--- config.mk ---
export PLATFORM = sky130hd
export DESIGN_NAME = mcuic_top
export DESIGN_NICKNAME = d
export VERILOG_FILES = /design/src/hw/mcuic_pkg.sv /design/src/hw/mcuic_timebase.sv /design/src/hw/mcuic_top.sv
export SDC_FILE = /design/constraint.sdc
export NUM_CORES = 1
export LEC_CHECK = 0
export ABC_CLOCK_PERIOD_IN_PS = 3500
export BUFFER_PORTS_ARGS = -buffer_cell sky130_fd_sc_hd__buf_4
export CORE_MARGIN = 2
export CORE_UTILIZATION = 45
export CTS_BUF_LIST = sky130_fd_sc_hd__clkbuf_2 sky130_fd_sc_hd__clkbuf_4 sky130_fd_sc_hd__clkbuf_8
export DETAILED_ROUTE_END_ITERATION = 16
export PLACE_DENSITY_LB_ADDON = 0.2
export SLEW_MARGIN = 5
export SYNTH_ARGS = -nofsm -noshare
export SYNTH_HDL_FRONTEND = slang
export SYNTH_HIERARCHICAL = 1
export SYNTH_SLANG_ARGS = --single-unit
--- constraint.sdc ---
create_clock -name clk -period 3.5 [get_ports clk]
set_clock_uncertainty 0.1 [all_clocks]
set_input_delay 0.35 -clock clk [delete_from_list [all_inputs] [get_ports clk]]
set_output_delay 0.35 -clock clk [all_outputs]
set_load 0.005 [all_outputs]
--- src/hw/mcuic_pkg.sv ---
package mcuic_pkg;
	// ----------------------------------------------------------------
	// register offsets (byte addresses)
	// ----------------------------------------------------------------
	localparam logic [7:0] OFS_CTRL    = 8'h00;
	localparam logic [7:0] OFS_ENABLE  = 8'h04;
	localparam logic [7:0] OFS_FLAGS   = 8'h08;
	localparam logic [7:0] OFS_PSC_A   = 8'h0C;
	localparam logic [7:0] OFS_PSC_B   = 8'h10;
	localparam logic [7:0] OFS_TB_A    = 8'h14;
	localparam logic [7:0] OFS_TB_B    = 8'h18;
	localparam logic [7:0] OFS_VECTOR  = 8'h1C;

	// ----------------------------------------------------------------
	// source indices, lowest index = lowest vector = highest priority
	// ----------------------------------------------------------------
	localparam int NSRC       = 7;
	localparam int SRC_EXT    = 0;
	localparam int SRC_TOUCH  = 1;
	localparam int SRC_CTA    = 2;
	localparam int SRC_PT     = 3;
	localparam int SRC_TBA    = 4;
	localparam int SRC_TBB    = 5;
	localparam int SRC_GRP    = 6;

	// ----------------------------------------------------------------
	// flag register bit positions
	// ----------------------------------------------------------------
	localparam int FB_CTA_A   = 2;
	localparam int FB_CTA_P   = 3;
	localparam int FB_PT_A    = 4;
	localparam int FB_PT_P    = 5;
	localparam int FB_CTB_A   = 8;
	localparam int FB_CTB_P   = 9;
	localparam int NFLAG      = 10;
	localparam int FB_TOUCH   = 1;
	localparam int FB_EXT     = 0;
	localparam int FB_TBA     = 6;
	localparam int FB_TBB     = 7;

	// ----------------------------------------------------------------
	// fields and reset values
	// ----------------------------------------------------------------
	localparam int CTRL_GIE   = 0;
	localparam int TB_ON_BIT  = 7;
	localparam logic [1:0]  EDGE_OFF   = 2'h0;
	localparam logic [1:0]  EDGE_RISE  = 2'h1;
	localparam logic [1:0]  EDGE_FALL  = 2'h2;
	localparam logic [1:0]  EDGE_BOTH  = 2'h3;
	localparam logic [1:0]  PSC_SYS    = 2'h0;
	localparam logic [1:0]  PSC_SYS4   = 2'h1;
	localparam int          TB_MIN_EXP = 8;
	localparam int          TB_CNT_W   = 15;
	localparam logic [7:0]  RST_BYTE   = 8'h00;
	localparam int          VEC_STEP   = 4;
	localparam logic [1:0]  DIV4_LAST  = 2'h3;

	typedef struct packed {
		logic        push;
		logic        pop;
		logic [11:0] vector;
	} mcuic_core_s;
endpackage

--- src/hw/mcuic_timebase.sv ---
`timescale 1ns/1ps
module mcuic_timebase (
	// clock and reset
	input  wire logic       clk,
	input  wire logic       srst,
	// configuration
	input  wire logic [1:0] source_sel,
	input  wire logic [7:0] control,
	input  wire logic       sub_tick,
	// overflow pulse
	output logic            overflow
);
	import mcuic_pkg::*;
	logic [1:0]          div4_reg;
	logic                prescaler_clock;
	logic [TB_CNT_W-1:0] count_reg;
	logic [TB_CNT_W-1:0] period_mask;

	// ----------------------------------------------------------------
	// prescaler clock enable
	// ----------------------------------------------------------------
	always_ff @(posedge clk)
		if (srst)
			div4_reg <= 2'h0;
		else
			div4_reg <= div4_reg + 2'h1;

	always_comb
		case (source_sel)
			PSC_SYS:  prescaler_clock = 1'b1;
			PSC_SYS4: prescaler_clock = (div4_reg == DIV4_LAST);
			default:  prescaler_clock = sub_tick;
		endcase

	// ----------------------------------------------------------------
	// divider, period 2^(8+code) prescaler clocks
	// ----------------------------------------------------------------
	assign period_mask = TB_CNT_W'((32'h1 << (TB_MIN_EXP + int'(control[2:0]))) - 1);

	always_ff @(posedge clk)
		if (srst || !control[TB_ON_BIT])
			count_reg <= '0;
		else if (prescaler_clock)
			count_reg <= (count_reg == period_mask) ? '0 : count_reg + 1'b1;

	assign overflow = control[TB_ON_BIT] && prescaler_clock
		&& (count_reg == period_mask);
endmodule // mcuic_timebase

--- src/hw/mcuic_top.sv ---
// Behaviour
// - every source event sets its flag, regardless of its enable.
// - a source vectors only while its enable bit is high.
// - global enable low blocks every interrupt.
// - taking an interrupt pushes next pc, then loads the vector.
// - return pops the saved pc and resumes.
// - servicing clears the global enable; software may set it again.
// - flags still latch while the global enable is low.
// - a full stack blocks acknowledgement until the pointer drops.
// - any flag becoming set leaves sleep or idle.
// - wake-up comes from a flag rising, enable ignored.
// - external flag set on the selected pin edge kind.
// - one edge select setting disables the external interrupt.
// - servicing external interrupt clears its flag.
// - grouped flag set when either second compact timer flag is set.
// - servicing grouped interrupt clears only the grouped flag.
// - grouped vector needs global, timer and grouped enables.
// - each timer has A and P match flags with own enables.
// - first compact and periodic timers own vectors, flags auto-cleared.
// - touch flag set on slot counter overflow, cleared on service.
// - each time base sets its flag on overflow, cleared on service.
// - prescaler select with upper bit set picks the sub clock.
// - select 00 is system clock, 01 system clock over four.
// - period code 000..111 gives 2^8..2^15 prescaler clocks.
//
// The placing of the registers and the APB interface to the registers were left to the implementer.
`timescale 1ns/1ps
module mcuic_top #(
	parameter logic [11:0] VEC_BASE = 12'h004
)(
	// clock and reset
	input  wire logic        clk,
	input  wire logic        srst,
	// apb slave
	input  wire logic        psel,
	input  wire logic        penable,
	input  wire logic        pwrite,
	input  wire logic [7:0]  paddr,
	input  wire logic [31:0] pwdata,
	output logic [31:0]      prdata,
	output logic             pready,
	output logic             pslverr,
	// event sources
	input  wire logic        ext_irq_pin,
	input  wire logic        compact_timer_a_match_a,
	input  wire logic        compact_timer_a_match_p,
	input  wire logic        compact_timer_b_match_a,
	input  wire logic        compact_timer_b_match_p,
	input  wire logic        periodic_timer_match_a,
	input  wire logic        periodic_timer_match_p,
	input  wire logic        touch_slot_overflow,
	input  wire logic        sub_clock_tick,
	// core side
	input  wire logic        instr_boundary,
	input  wire logic        return_from_interrupt,
	input  wire logic        stack_full,
	input  wire logic        low_power,
	output mcuic_pkg::mcuic_core_s core,
	output logic             wake_up
);
	import mcuic_pkg::*;
	logic [NFLAG-1:0] flag_reg;
	logic [NFLAG-1:0] flag_set;
	logic [NFLAG-1:0] flag_clr;
	logic [NFLAG-1:0] enable_reg;
	logic             global_irq_enable;
	logic             grouped_irq_flag;
	logic             grouped_irq_enable;
	logic [1:0]       ext_edge_select;
	logic [1:0]       prescaler_a_source_reg;
	logic [1:0]       prescaler_b_source_reg;
	logic [7:0]       timebase_a_control;
	logic [7:0]       timebase_b_control;
	logic             pin_last_reg;
	logic             tb_a_ovf;
	logic             tb_b_ovf;
	logic [NSRC-1:0]  src_req;
	logic [NSRC-1:0]  grant;
	logic             take;
	logic             wr_en;
	mcuic_core_s      core_reg;
	logic [11:0]      last_vector_reg;

	typedef enum logic [1:0] {
		ST_RUN = 2'b01,
		ST_ISR = 2'b10
	} mcuic_state_e;
	mcuic_state_e state_reg;

	assign wr_en = psel && penable && pwrite;

	// ----------------------------------------------------------------
	// time base units
	// ----------------------------------------------------------------
	mcuic_timebase u_tb_a (
		.clk        (clk),
		.srst       (srst),
		.source_sel (prescaler_a_source_reg),
		.control    (timebase_a_control),
		.sub_tick   (sub_clock_tick),
		.overflow   (tb_a_ovf)
	);
	mcuic_timebase u_tb_b (
		.clk        (clk),
		.srst       (srst),
		.source_sel (prescaler_b_source_reg),
		.control    (timebase_b_control),
		.sub_tick   (sub_clock_tick),
		.overflow   (tb_b_ovf)
	);

	// ----------------------------------------------------------------
	// event detection
	// ----------------------------------------------------------------
	always_ff @(posedge clk)
		if (srst)
			pin_last_reg <= 1'b0;
		else
			pin_last_reg <= ext_irq_pin;

	always_comb
	begin
		flag_set = '0;
		case (ext_edge_select)
			EDGE_RISE: flag_set[FB_EXT] = ext_irq_pin && !pin_last_reg;
			EDGE_FALL: flag_set[FB_EXT] = !ext_irq_pin && pin_last_reg;
			EDGE_BOTH: flag_set[FB_EXT] = ext_irq_pin != pin_last_reg;
			default:   flag_set[FB_EXT] = 1'b0;
		endcase
		flag_set[FB_TOUCH] = touch_slot_overflow;
		flag_set[FB_CTA_A] = compact_timer_a_match_a;
		flag_set[FB_CTA_P] = compact_timer_a_match_p;
		flag_set[FB_PT_A]  = periodic_timer_match_a;
		flag_set[FB_PT_P]  = periodic_timer_match_p;
		flag_set[FB_TBA]   = tb_a_ovf;
		flag_set[FB_TBB]   = tb_b_ovf;
		flag_set[FB_CTB_A] = compact_timer_b_match_a;
		flag_set[FB_CTB_P] = compact_timer_b_match_p;
	end

	// ----------------------------------------------------------------
	// request and priority
	// ----------------------------------------------------------------
	logic [NFLAG-1:0] fe;
	assign fe = flag_reg & enable_reg;
	assign src_req[SRC_EXT]   = fe[FB_EXT];
	assign src_req[SRC_TOUCH] = fe[FB_TOUCH];
	assign src_req[SRC_CTA]   = fe[FB_CTA_A] | fe[FB_CTA_P];
	assign src_req[SRC_PT]    = fe[FB_PT_A] | fe[FB_PT_P];
	assign src_req[SRC_TBA]   = fe[FB_TBA];
	assign src_req[SRC_TBB]   = fe[FB_TBB];
	assign src_req[SRC_GRP]   = grouped_irq_flag && grouped_irq_enable
		&& (fe[FB_CTB_A] | fe[FB_CTB_P]);

	assign grant = src_req & (~src_req + 1'b1);
	assign take  = global_irq_enable && !stack_full && instr_boundary
		&& (src_req != '0);

	// ----------------------------------------------------------------
	// flags; set wins over clear
	// ----------------------------------------------------------------
	always_comb
	begin
		flag_clr = '0;
		if (wr_en && paddr == OFS_FLAGS)
			flag_clr = ~pwdata[NFLAG-1:0];
		if (take)
		begin
			flag_clr[FB_EXT]   = flag_clr[FB_EXT] | grant[SRC_EXT];
			flag_clr[FB_TOUCH] = flag_clr[FB_TOUCH] | grant[SRC_TOUCH];
			flag_clr[FB_CTA_A] = flag_clr[FB_CTA_A] | (grant[SRC_CTA] && fe[FB_CTA_A]);
			flag_clr[FB_CTA_P] = flag_clr[FB_CTA_P]
				| (grant[SRC_CTA] && !fe[FB_CTA_A]);
			flag_clr[FB_PT_A]  = flag_clr[FB_PT_A] | (grant[SRC_PT] && fe[FB_PT_A]);
			flag_clr[FB_PT_P]  = flag_clr[FB_PT_P] | (grant[SRC_PT] && !fe[FB_PT_A]);
			flag_clr[FB_TBA]   = flag_clr[FB_TBA] | grant[SRC_TBA];
			flag_clr[FB_TBB]   = flag_clr[FB_TBB] | grant[SRC_TBB];
		end
	end

	always_ff @(posedge clk)
		if (srst)
			flag_reg <= '0;
		else
			flag_reg <= (flag_reg & ~flag_clr) | flag_set;

	always_ff @(posedge clk)
		if (srst)
			grouped_irq_flag <= 1'b0;
		else if (flag_set[FB_CTB_A] || flag_set[FB_CTB_P])
			grouped_irq_flag <= 1'b1;
		else if (take && grant[SRC_GRP])
			grouped_irq_flag <= 1'b0;
		else if (wr_en && paddr == OFS_CTRL)
			grouped_irq_flag <= pwdata[2];

	// ----------------------------------------------------------------
	// global enable
	// ----------------------------------------------------------------
	always_ff @(posedge clk)
		if (srst)
			global_irq_enable <= 1'b0;
		else if (take)
			global_irq_enable <= 1'b0;
		else if (wr_en && paddr == OFS_CTRL)
			global_irq_enable <= pwdata[CTRL_GIE];

	// ----------------------------------------------------------------
	// configuration registers
	// ----------------------------------------------------------------
	always_ff @(posedge clk)
		if (srst)
		begin
			enable_reg             <= '0;
			grouped_irq_enable     <= 1'b0;
			ext_edge_select        <= EDGE_OFF;
			prescaler_a_source_reg <= PSC_SYS;
			prescaler_b_source_reg <= PSC_SYS;
			timebase_a_control     <= RST_BYTE;
			timebase_b_control     <= RST_BYTE;
		end
		else if (wr_en)
			case (paddr)
				OFS_CTRL:
				begin
					grouped_irq_enable <= pwdata[1];
					ext_edge_select    <= pwdata[5:4];
				end
				OFS_ENABLE: enable_reg             <= pwdata[NFLAG-1:0];
				OFS_PSC_A:  prescaler_a_source_reg <= pwdata[1:0];
				OFS_PSC_B:  prescaler_b_source_reg <= pwdata[1:0];
				OFS_TB_A:   timebase_a_control     <= pwdata[7:0] & 8'h87;
				OFS_TB_B:   timebase_b_control     <= pwdata[7:0] & 8'h87;
				default:    ;
			endcase

	// ----------------------------------------------------------------
	// core sequencing
	// ----------------------------------------------------------------
	logic [11:0] vec_next;
	always_comb
	begin
		vec_next = VEC_BASE;
		for (int i = NSRC - 1; i >= 0; i--)
			if (grant[i])
				vec_next = VEC_BASE + 12'(VEC_STEP * (i + 1));
	end

	always_ff @(posedge clk)
		if (srst)
		begin
			core_reg        <= '0;
			last_vector_reg <= 12'h000;
			state_reg       <= ST_RUN;
		end
		else
		begin
			core_reg.push <= take;
			core_reg.pop  <= return_from_interrupt;
			if (take)
			begin
				core_reg.vector <= vec_next;
				last_vector_reg <= vec_next;
				state_reg       <= ST_ISR;
			end
			else if (return_from_interrupt)
				state_reg <= ST_RUN;
			else
				case (state_reg)
					ST_RUN, ST_ISR: state_reg <= state_reg;
					default:        state_reg <= ST_RUN;
				endcase
		end
	assign core = core_reg;

	// ----------------------------------------------------------------
	// wake-up on flag rise
	// ----------------------------------------------------------------
	logic [NFLAG:0] flags_all_last_reg;
	always_ff @(posedge clk)
		if (srst)
		begin
			flags_all_last_reg <= '0;
			wake_up            <= 1'b0;
		end
		else
		begin
			flags_all_last_reg <= {grouped_irq_flag, flag_reg};
			wake_up <= low_power
				&& (({grouped_irq_flag, flag_reg} & ~flags_all_last_reg) != '0);
		end

	// ----------------------------------------------------------------
	// apb read path
	// ----------------------------------------------------------------
	assign pready = 1'b1;
	always_ff @(posedge clk)
		if (srst)
			pslverr <= 1'b0;
		else
			pslverr <= 1'b0;

	always_comb
	begin
		prdata = 32'h0000_0000;
		case (paddr)
			OFS_CTRL:   prdata[5:0] = {ext_edge_select, 1'b0, grouped_irq_flag,
				grouped_irq_enable, global_irq_enable};
			OFS_ENABLE: prdata[NFLAG-1:0] = enable_reg;
			OFS_FLAGS:  prdata[NFLAG-1:0] = flag_reg;
			OFS_PSC_A:  prdata[1:0] = prescaler_a_source_reg;
			OFS_PSC_B:  prdata[1:0] = prescaler_b_source_reg;
			OFS_TB_A:   prdata[7:0] = timebase_a_control;
			OFS_TB_B:   prdata[7:0] = timebase_b_control;
			OFS_VECTOR: prdata[12:0] = {state_reg == ST_ISR, last_vector_reg};
			default:    prdata = 32'h0000_0000;
		endcase
	end

	// ----------------------------------------------------------------
	// checks
	// ----------------------------------------------------------------
	gie_block_a: assert property (@(posedge clk) disable iff (srst)
		!global_irq_enable |=> !core.push) else $error("push while disabled");
	stack_full_a: assert property (@(posedge clk) disable iff (srst)
		stack_full |=> !core.push) else $error("push on full stack");
	gie_clear_a: assert property (@(posedge clk) disable iff (srst)
		take |=> !global_irq_enable) else $error("global enable kept");
	boundary_a: assert property (@(posedge clk) disable iff (srst)
		!instr_boundary |=> !core.push) else $error("push mid instruction");
	ext_clear_a: assert property (@(posedge clk) disable iff (srst)
		take && grant[SRC_EXT] && !flag_set[FB_EXT] |=> !flag_reg[FB_EXT])
		else $error("external flag kept");
	grp_keep_a: assert property (@(posedge clk) disable iff (srst)
		take && grant[SRC_GRP] && !(wr_en && paddr == OFS_FLAGS)
		|=> $stable(flag_reg[FB_CTB_A]) || flag_reg[FB_CTB_A])
		else $error("grouped source flag cleared");
	set_flag_a: assert property (@(posedge clk) disable iff (srst)
		flag_set[FB_CTA_A] |=> flag_reg[FB_CTA_A]) else $error("flag lost");
	pri_a: assert property (@(posedge clk) disable iff (srst)
		take && src_req[SRC_EXT] |=> core.vector == VEC_BASE + 12'h004)
		else $error("priority wrong");
	take_c: cover property (@(posedge clk) core.push);
	grp_c:  cover property (@(posedge clk) take && grant[SRC_GRP]);
	wake_c: cover property (@(posedge clk) wake_up);
endmodule // mcuic_top

==> reports/metrics.csv <==
stage;metric;value;unit
power;irDropWorstVdd;295.8;uV
synth;ys_types;62;
drt;drt-initial-drc-count;301;
layout;final_util;51.11;%
layout;fillers;1111;
critical_path;slowest_delay;0.67;ns
global_routing;grt_max_degree;53;
clocking;cts_setup_buffers;0;
synth;ys_seq_area_share;34.93;%
place;numPortBuffers;53;
floorplanning;die_area;12600;um^2
layout;drive_gt1_share;17.08;%
timing;relSlewSlack;46.85;%
drt;wirelength;12670;um
global_routing;antenna_found_initial;0;
timing;tns;0;ns
clocking;insertion_delay;0.38;ns
floorplanning;num_rows;39;
clocking;cts_root_buf;clkbuf_8;
drt;route.vias.total;4419;
layout;area_growth;10.68;%
critical_path;critPathArrivalTime;2.74;ns
layout;diodes;0;
drt;drc;0;
floorplanning;core;11420;um^2
critical_path;crit_chain;nor2_2, nand2_1, ha_1, or3b_1, a21oi_1, a211oi_1, nor4b_4, buf_4, nor3_1;
clocking;ctsHoldBuffers;0;
synth;synth_warnings;6;
synth;synth-edff-count;0;
global_routing;grt_pass1_vias;4306;
drt;vias_per_cell;5.615;
synth;synth_top_family_by_area;simple AND/OR/NAND/NOR gates;
synth;synth_xor_area_share;5.980;%
drt;ant_nets;0;
synth;synth_compound_area_share;12.55;%
clocking;clkSinkCount;92;
global_routing;groute.usage.overall;20.62;%
clocking;post_cts_resized;0;
synth;synth_mux_area_share;7.095;%
critical_path;cp_num_buf_inv;1;
global_routing;grt-ovfl-total;0;
layout;final_cell_mix;dfxtp_1, nor2_1, buf_4;
synth;synth-async-reset-ratio;0;%
clocking;clk_path_buf_depth;2;
timing;final_max_slew_viol_count;0;
synth;yosys_most_used_dff;dfxtp_1;
critical_path;crit_family;simple AND/OR/NAND/NOR gates;
floorplanning;io_pins;107;
synth;syn_area;5273;um^2
power;p_leak;0.002288;uW
hold_path;min_path_type;in2reg;
layout;layout_commonest_cell;dfxtp_1;
critical_path;crit_path_end_kind;flop;
synth;syn-instance-count;598;
synth;synth_area_per_cell;8.817;um^2
job;drv_cap;0;
power;p_per_area;346.3;nW/um^2
timing;setup_viol;0;
timing;rsz0062_at_grt;no;
run_status;outcome;complete, no violations;
clocking;cts.clk_slew.worst_paths;0.10;ns
place;hpwl;9293;um
synth;synth.ff_latch_count;92;
critical_path;crit_required;3.63;ns
timing;clock.fmax;383.2;MHz
critical_path;critical_path.max_fanout;14;
floorplanning;initial_core_util;46.18;%
clocking;cts_tree;built;
layout;nets;706;
drt;firstDrtPassIters;5;
critical_path;slowest_stage;dfxtp_1;
critical_path;startpoint_type;flop;
critical_path;crit_type;reg2reg;
timing;period_share;74.56;%
timing;max_slew.worst_pin.slew;0.7972;ns
power;p_total;2021;uW
clocking;htree_levels;3;
floorplanning;die_h;112.2;um
global_routing;grt_pass1_wl;21070;um
synth;synth-simple-area-share;27.93;%
timing;fin_crit;2.609;ns
floorplanning;die_w;112.2;um
drt;wire_per_inst;16.10;um
layout;final_cells;787;
clocking;numCtsBuffers;9;
place;place_congestion;0.9293;
synth;synthAdderAreaFrac;2.136;%
timing;finalHoldViolations;0;
place;dp.cells;771;
## worst register-to-register path, cell delays in order (launching register included)
cell and delay, ns:
dfxtp_1 0.67, nor2_2 0.10, nand2_1 0.09, ha_1 0.29, or3b_1 0.38, a21oi_1 0.13, a211oi_1 0.10, nor4b_4 0.26
buf_4 0.26, nor3_1 0.08
## Yosys cell counts (all sizes together) (8+ instances only)
master / count / area [um^2]
o22ai: 8 / 50.05
nor2: 63 / 241.5
a21oi: 22 / 110.1
and4: 8 / 70.07
mux2i: 34 / 340.3
inv: 27 / 101.4
xor2: 14 / 122.6
and3: 8 / 52.55
nand3: 11 / 55.05
xnor2: 22 / 192.7
clkbuf: 17 / 63.81
nor4: 9 / 71.32
o21ai: 12 / 60.06
buf: 40 / 321.6
nor3: 44 / 320.3
nand4: 15 / 93.84
nor2b: 19 / 118.9
dfxtp: 92 / 1842
ha: 9 / 112.6
nand2: 31 / 116.4
a22oi: 11 / 82.58
## cells by family (layout without fill, tap and decap cells)
| kind of cell | Yosys count | count (layout) |
|---|---|---|
| other | 2 | 31 |
| and+or+nand+nor | 244 | 244 |
| buffers and inverters | 84 | 101 |
| AOI/OAI and AO/OA | 94 | 94 |
| DFF | 92 | 92 |
| xor gates and xnor gates | 36 | 36 |
| adders and majority gates | 9 | 9 |
| muxes | 37 | 37 |
## power breakdown
group	internal [uW]	total (uW)	switching, uW	leakage (uW)
registers	1070	1080	16.8	0.000747
logic	55.9	127	71.3	0.00142
clock network	422	812	390	0.000116
## path summary, 6_finish.rpt
check / slack, ns / to / depth (start not counted) / startpoint
worst min register to register: 0.33 / u_tb_b/div4_reg[0]$_SDFF_PP0_ / 1 / u_tb_b/div4_reg[0]$_SDFF_PP0_
worst max register to register: 0.89 / u_tb_b/count_reg[3]$_SDFFE_PP0N_ / 9 / timebase_b_control[1]$_SDFFE_PP0P_
worst max-delay path: 0.89 / u_tb_b/count_reg[3]$_SDFFE_PP0N_ / 9 / timebase_b_control[1]$_SDFFE_PP0P_
worst min-delay path: 0.09 / wake_up$_SDFF_PP0_ / 3 / low_power
## cell type report
type | count | area (um^2) | area share [%]
inverter | 27 | 101.3 | 1.737
multi-input combinational | 451 | 3053 | 52.32
sequential | 92 | 1842 | 31.56
tap | 143 | 178.9 | 3.066
clock buffer | 10 | 137.6 | 2.358
timing repair buffer | 58 | 435.4 | 7.461
clock inverter | 6 | 87.58 | 1.501
## layer usage
layer	vias to the layer above	part of all wire, %	track usage, %
li1	2151	-	-
met1	2104	44	25.36
met2	136	49	34.74
met3	28	5.0	5.022
met4	0	2.6	8.374
met5	-	0	0
## per-stage QoR
stage	cell area [um^2]	hold slack, ns	worst slack [ns]
after floorplan	5381	0.2946	1.286
after global placement	5610	0.3064	1.029
after detailed placement	5610	0.3172	0.9114
after CTS	5836	0.06744	0.9004
after global routing	5836	0.08023	0.5918
final	5836	0.08962	0.8905
(Power assumes the default switching activity.)
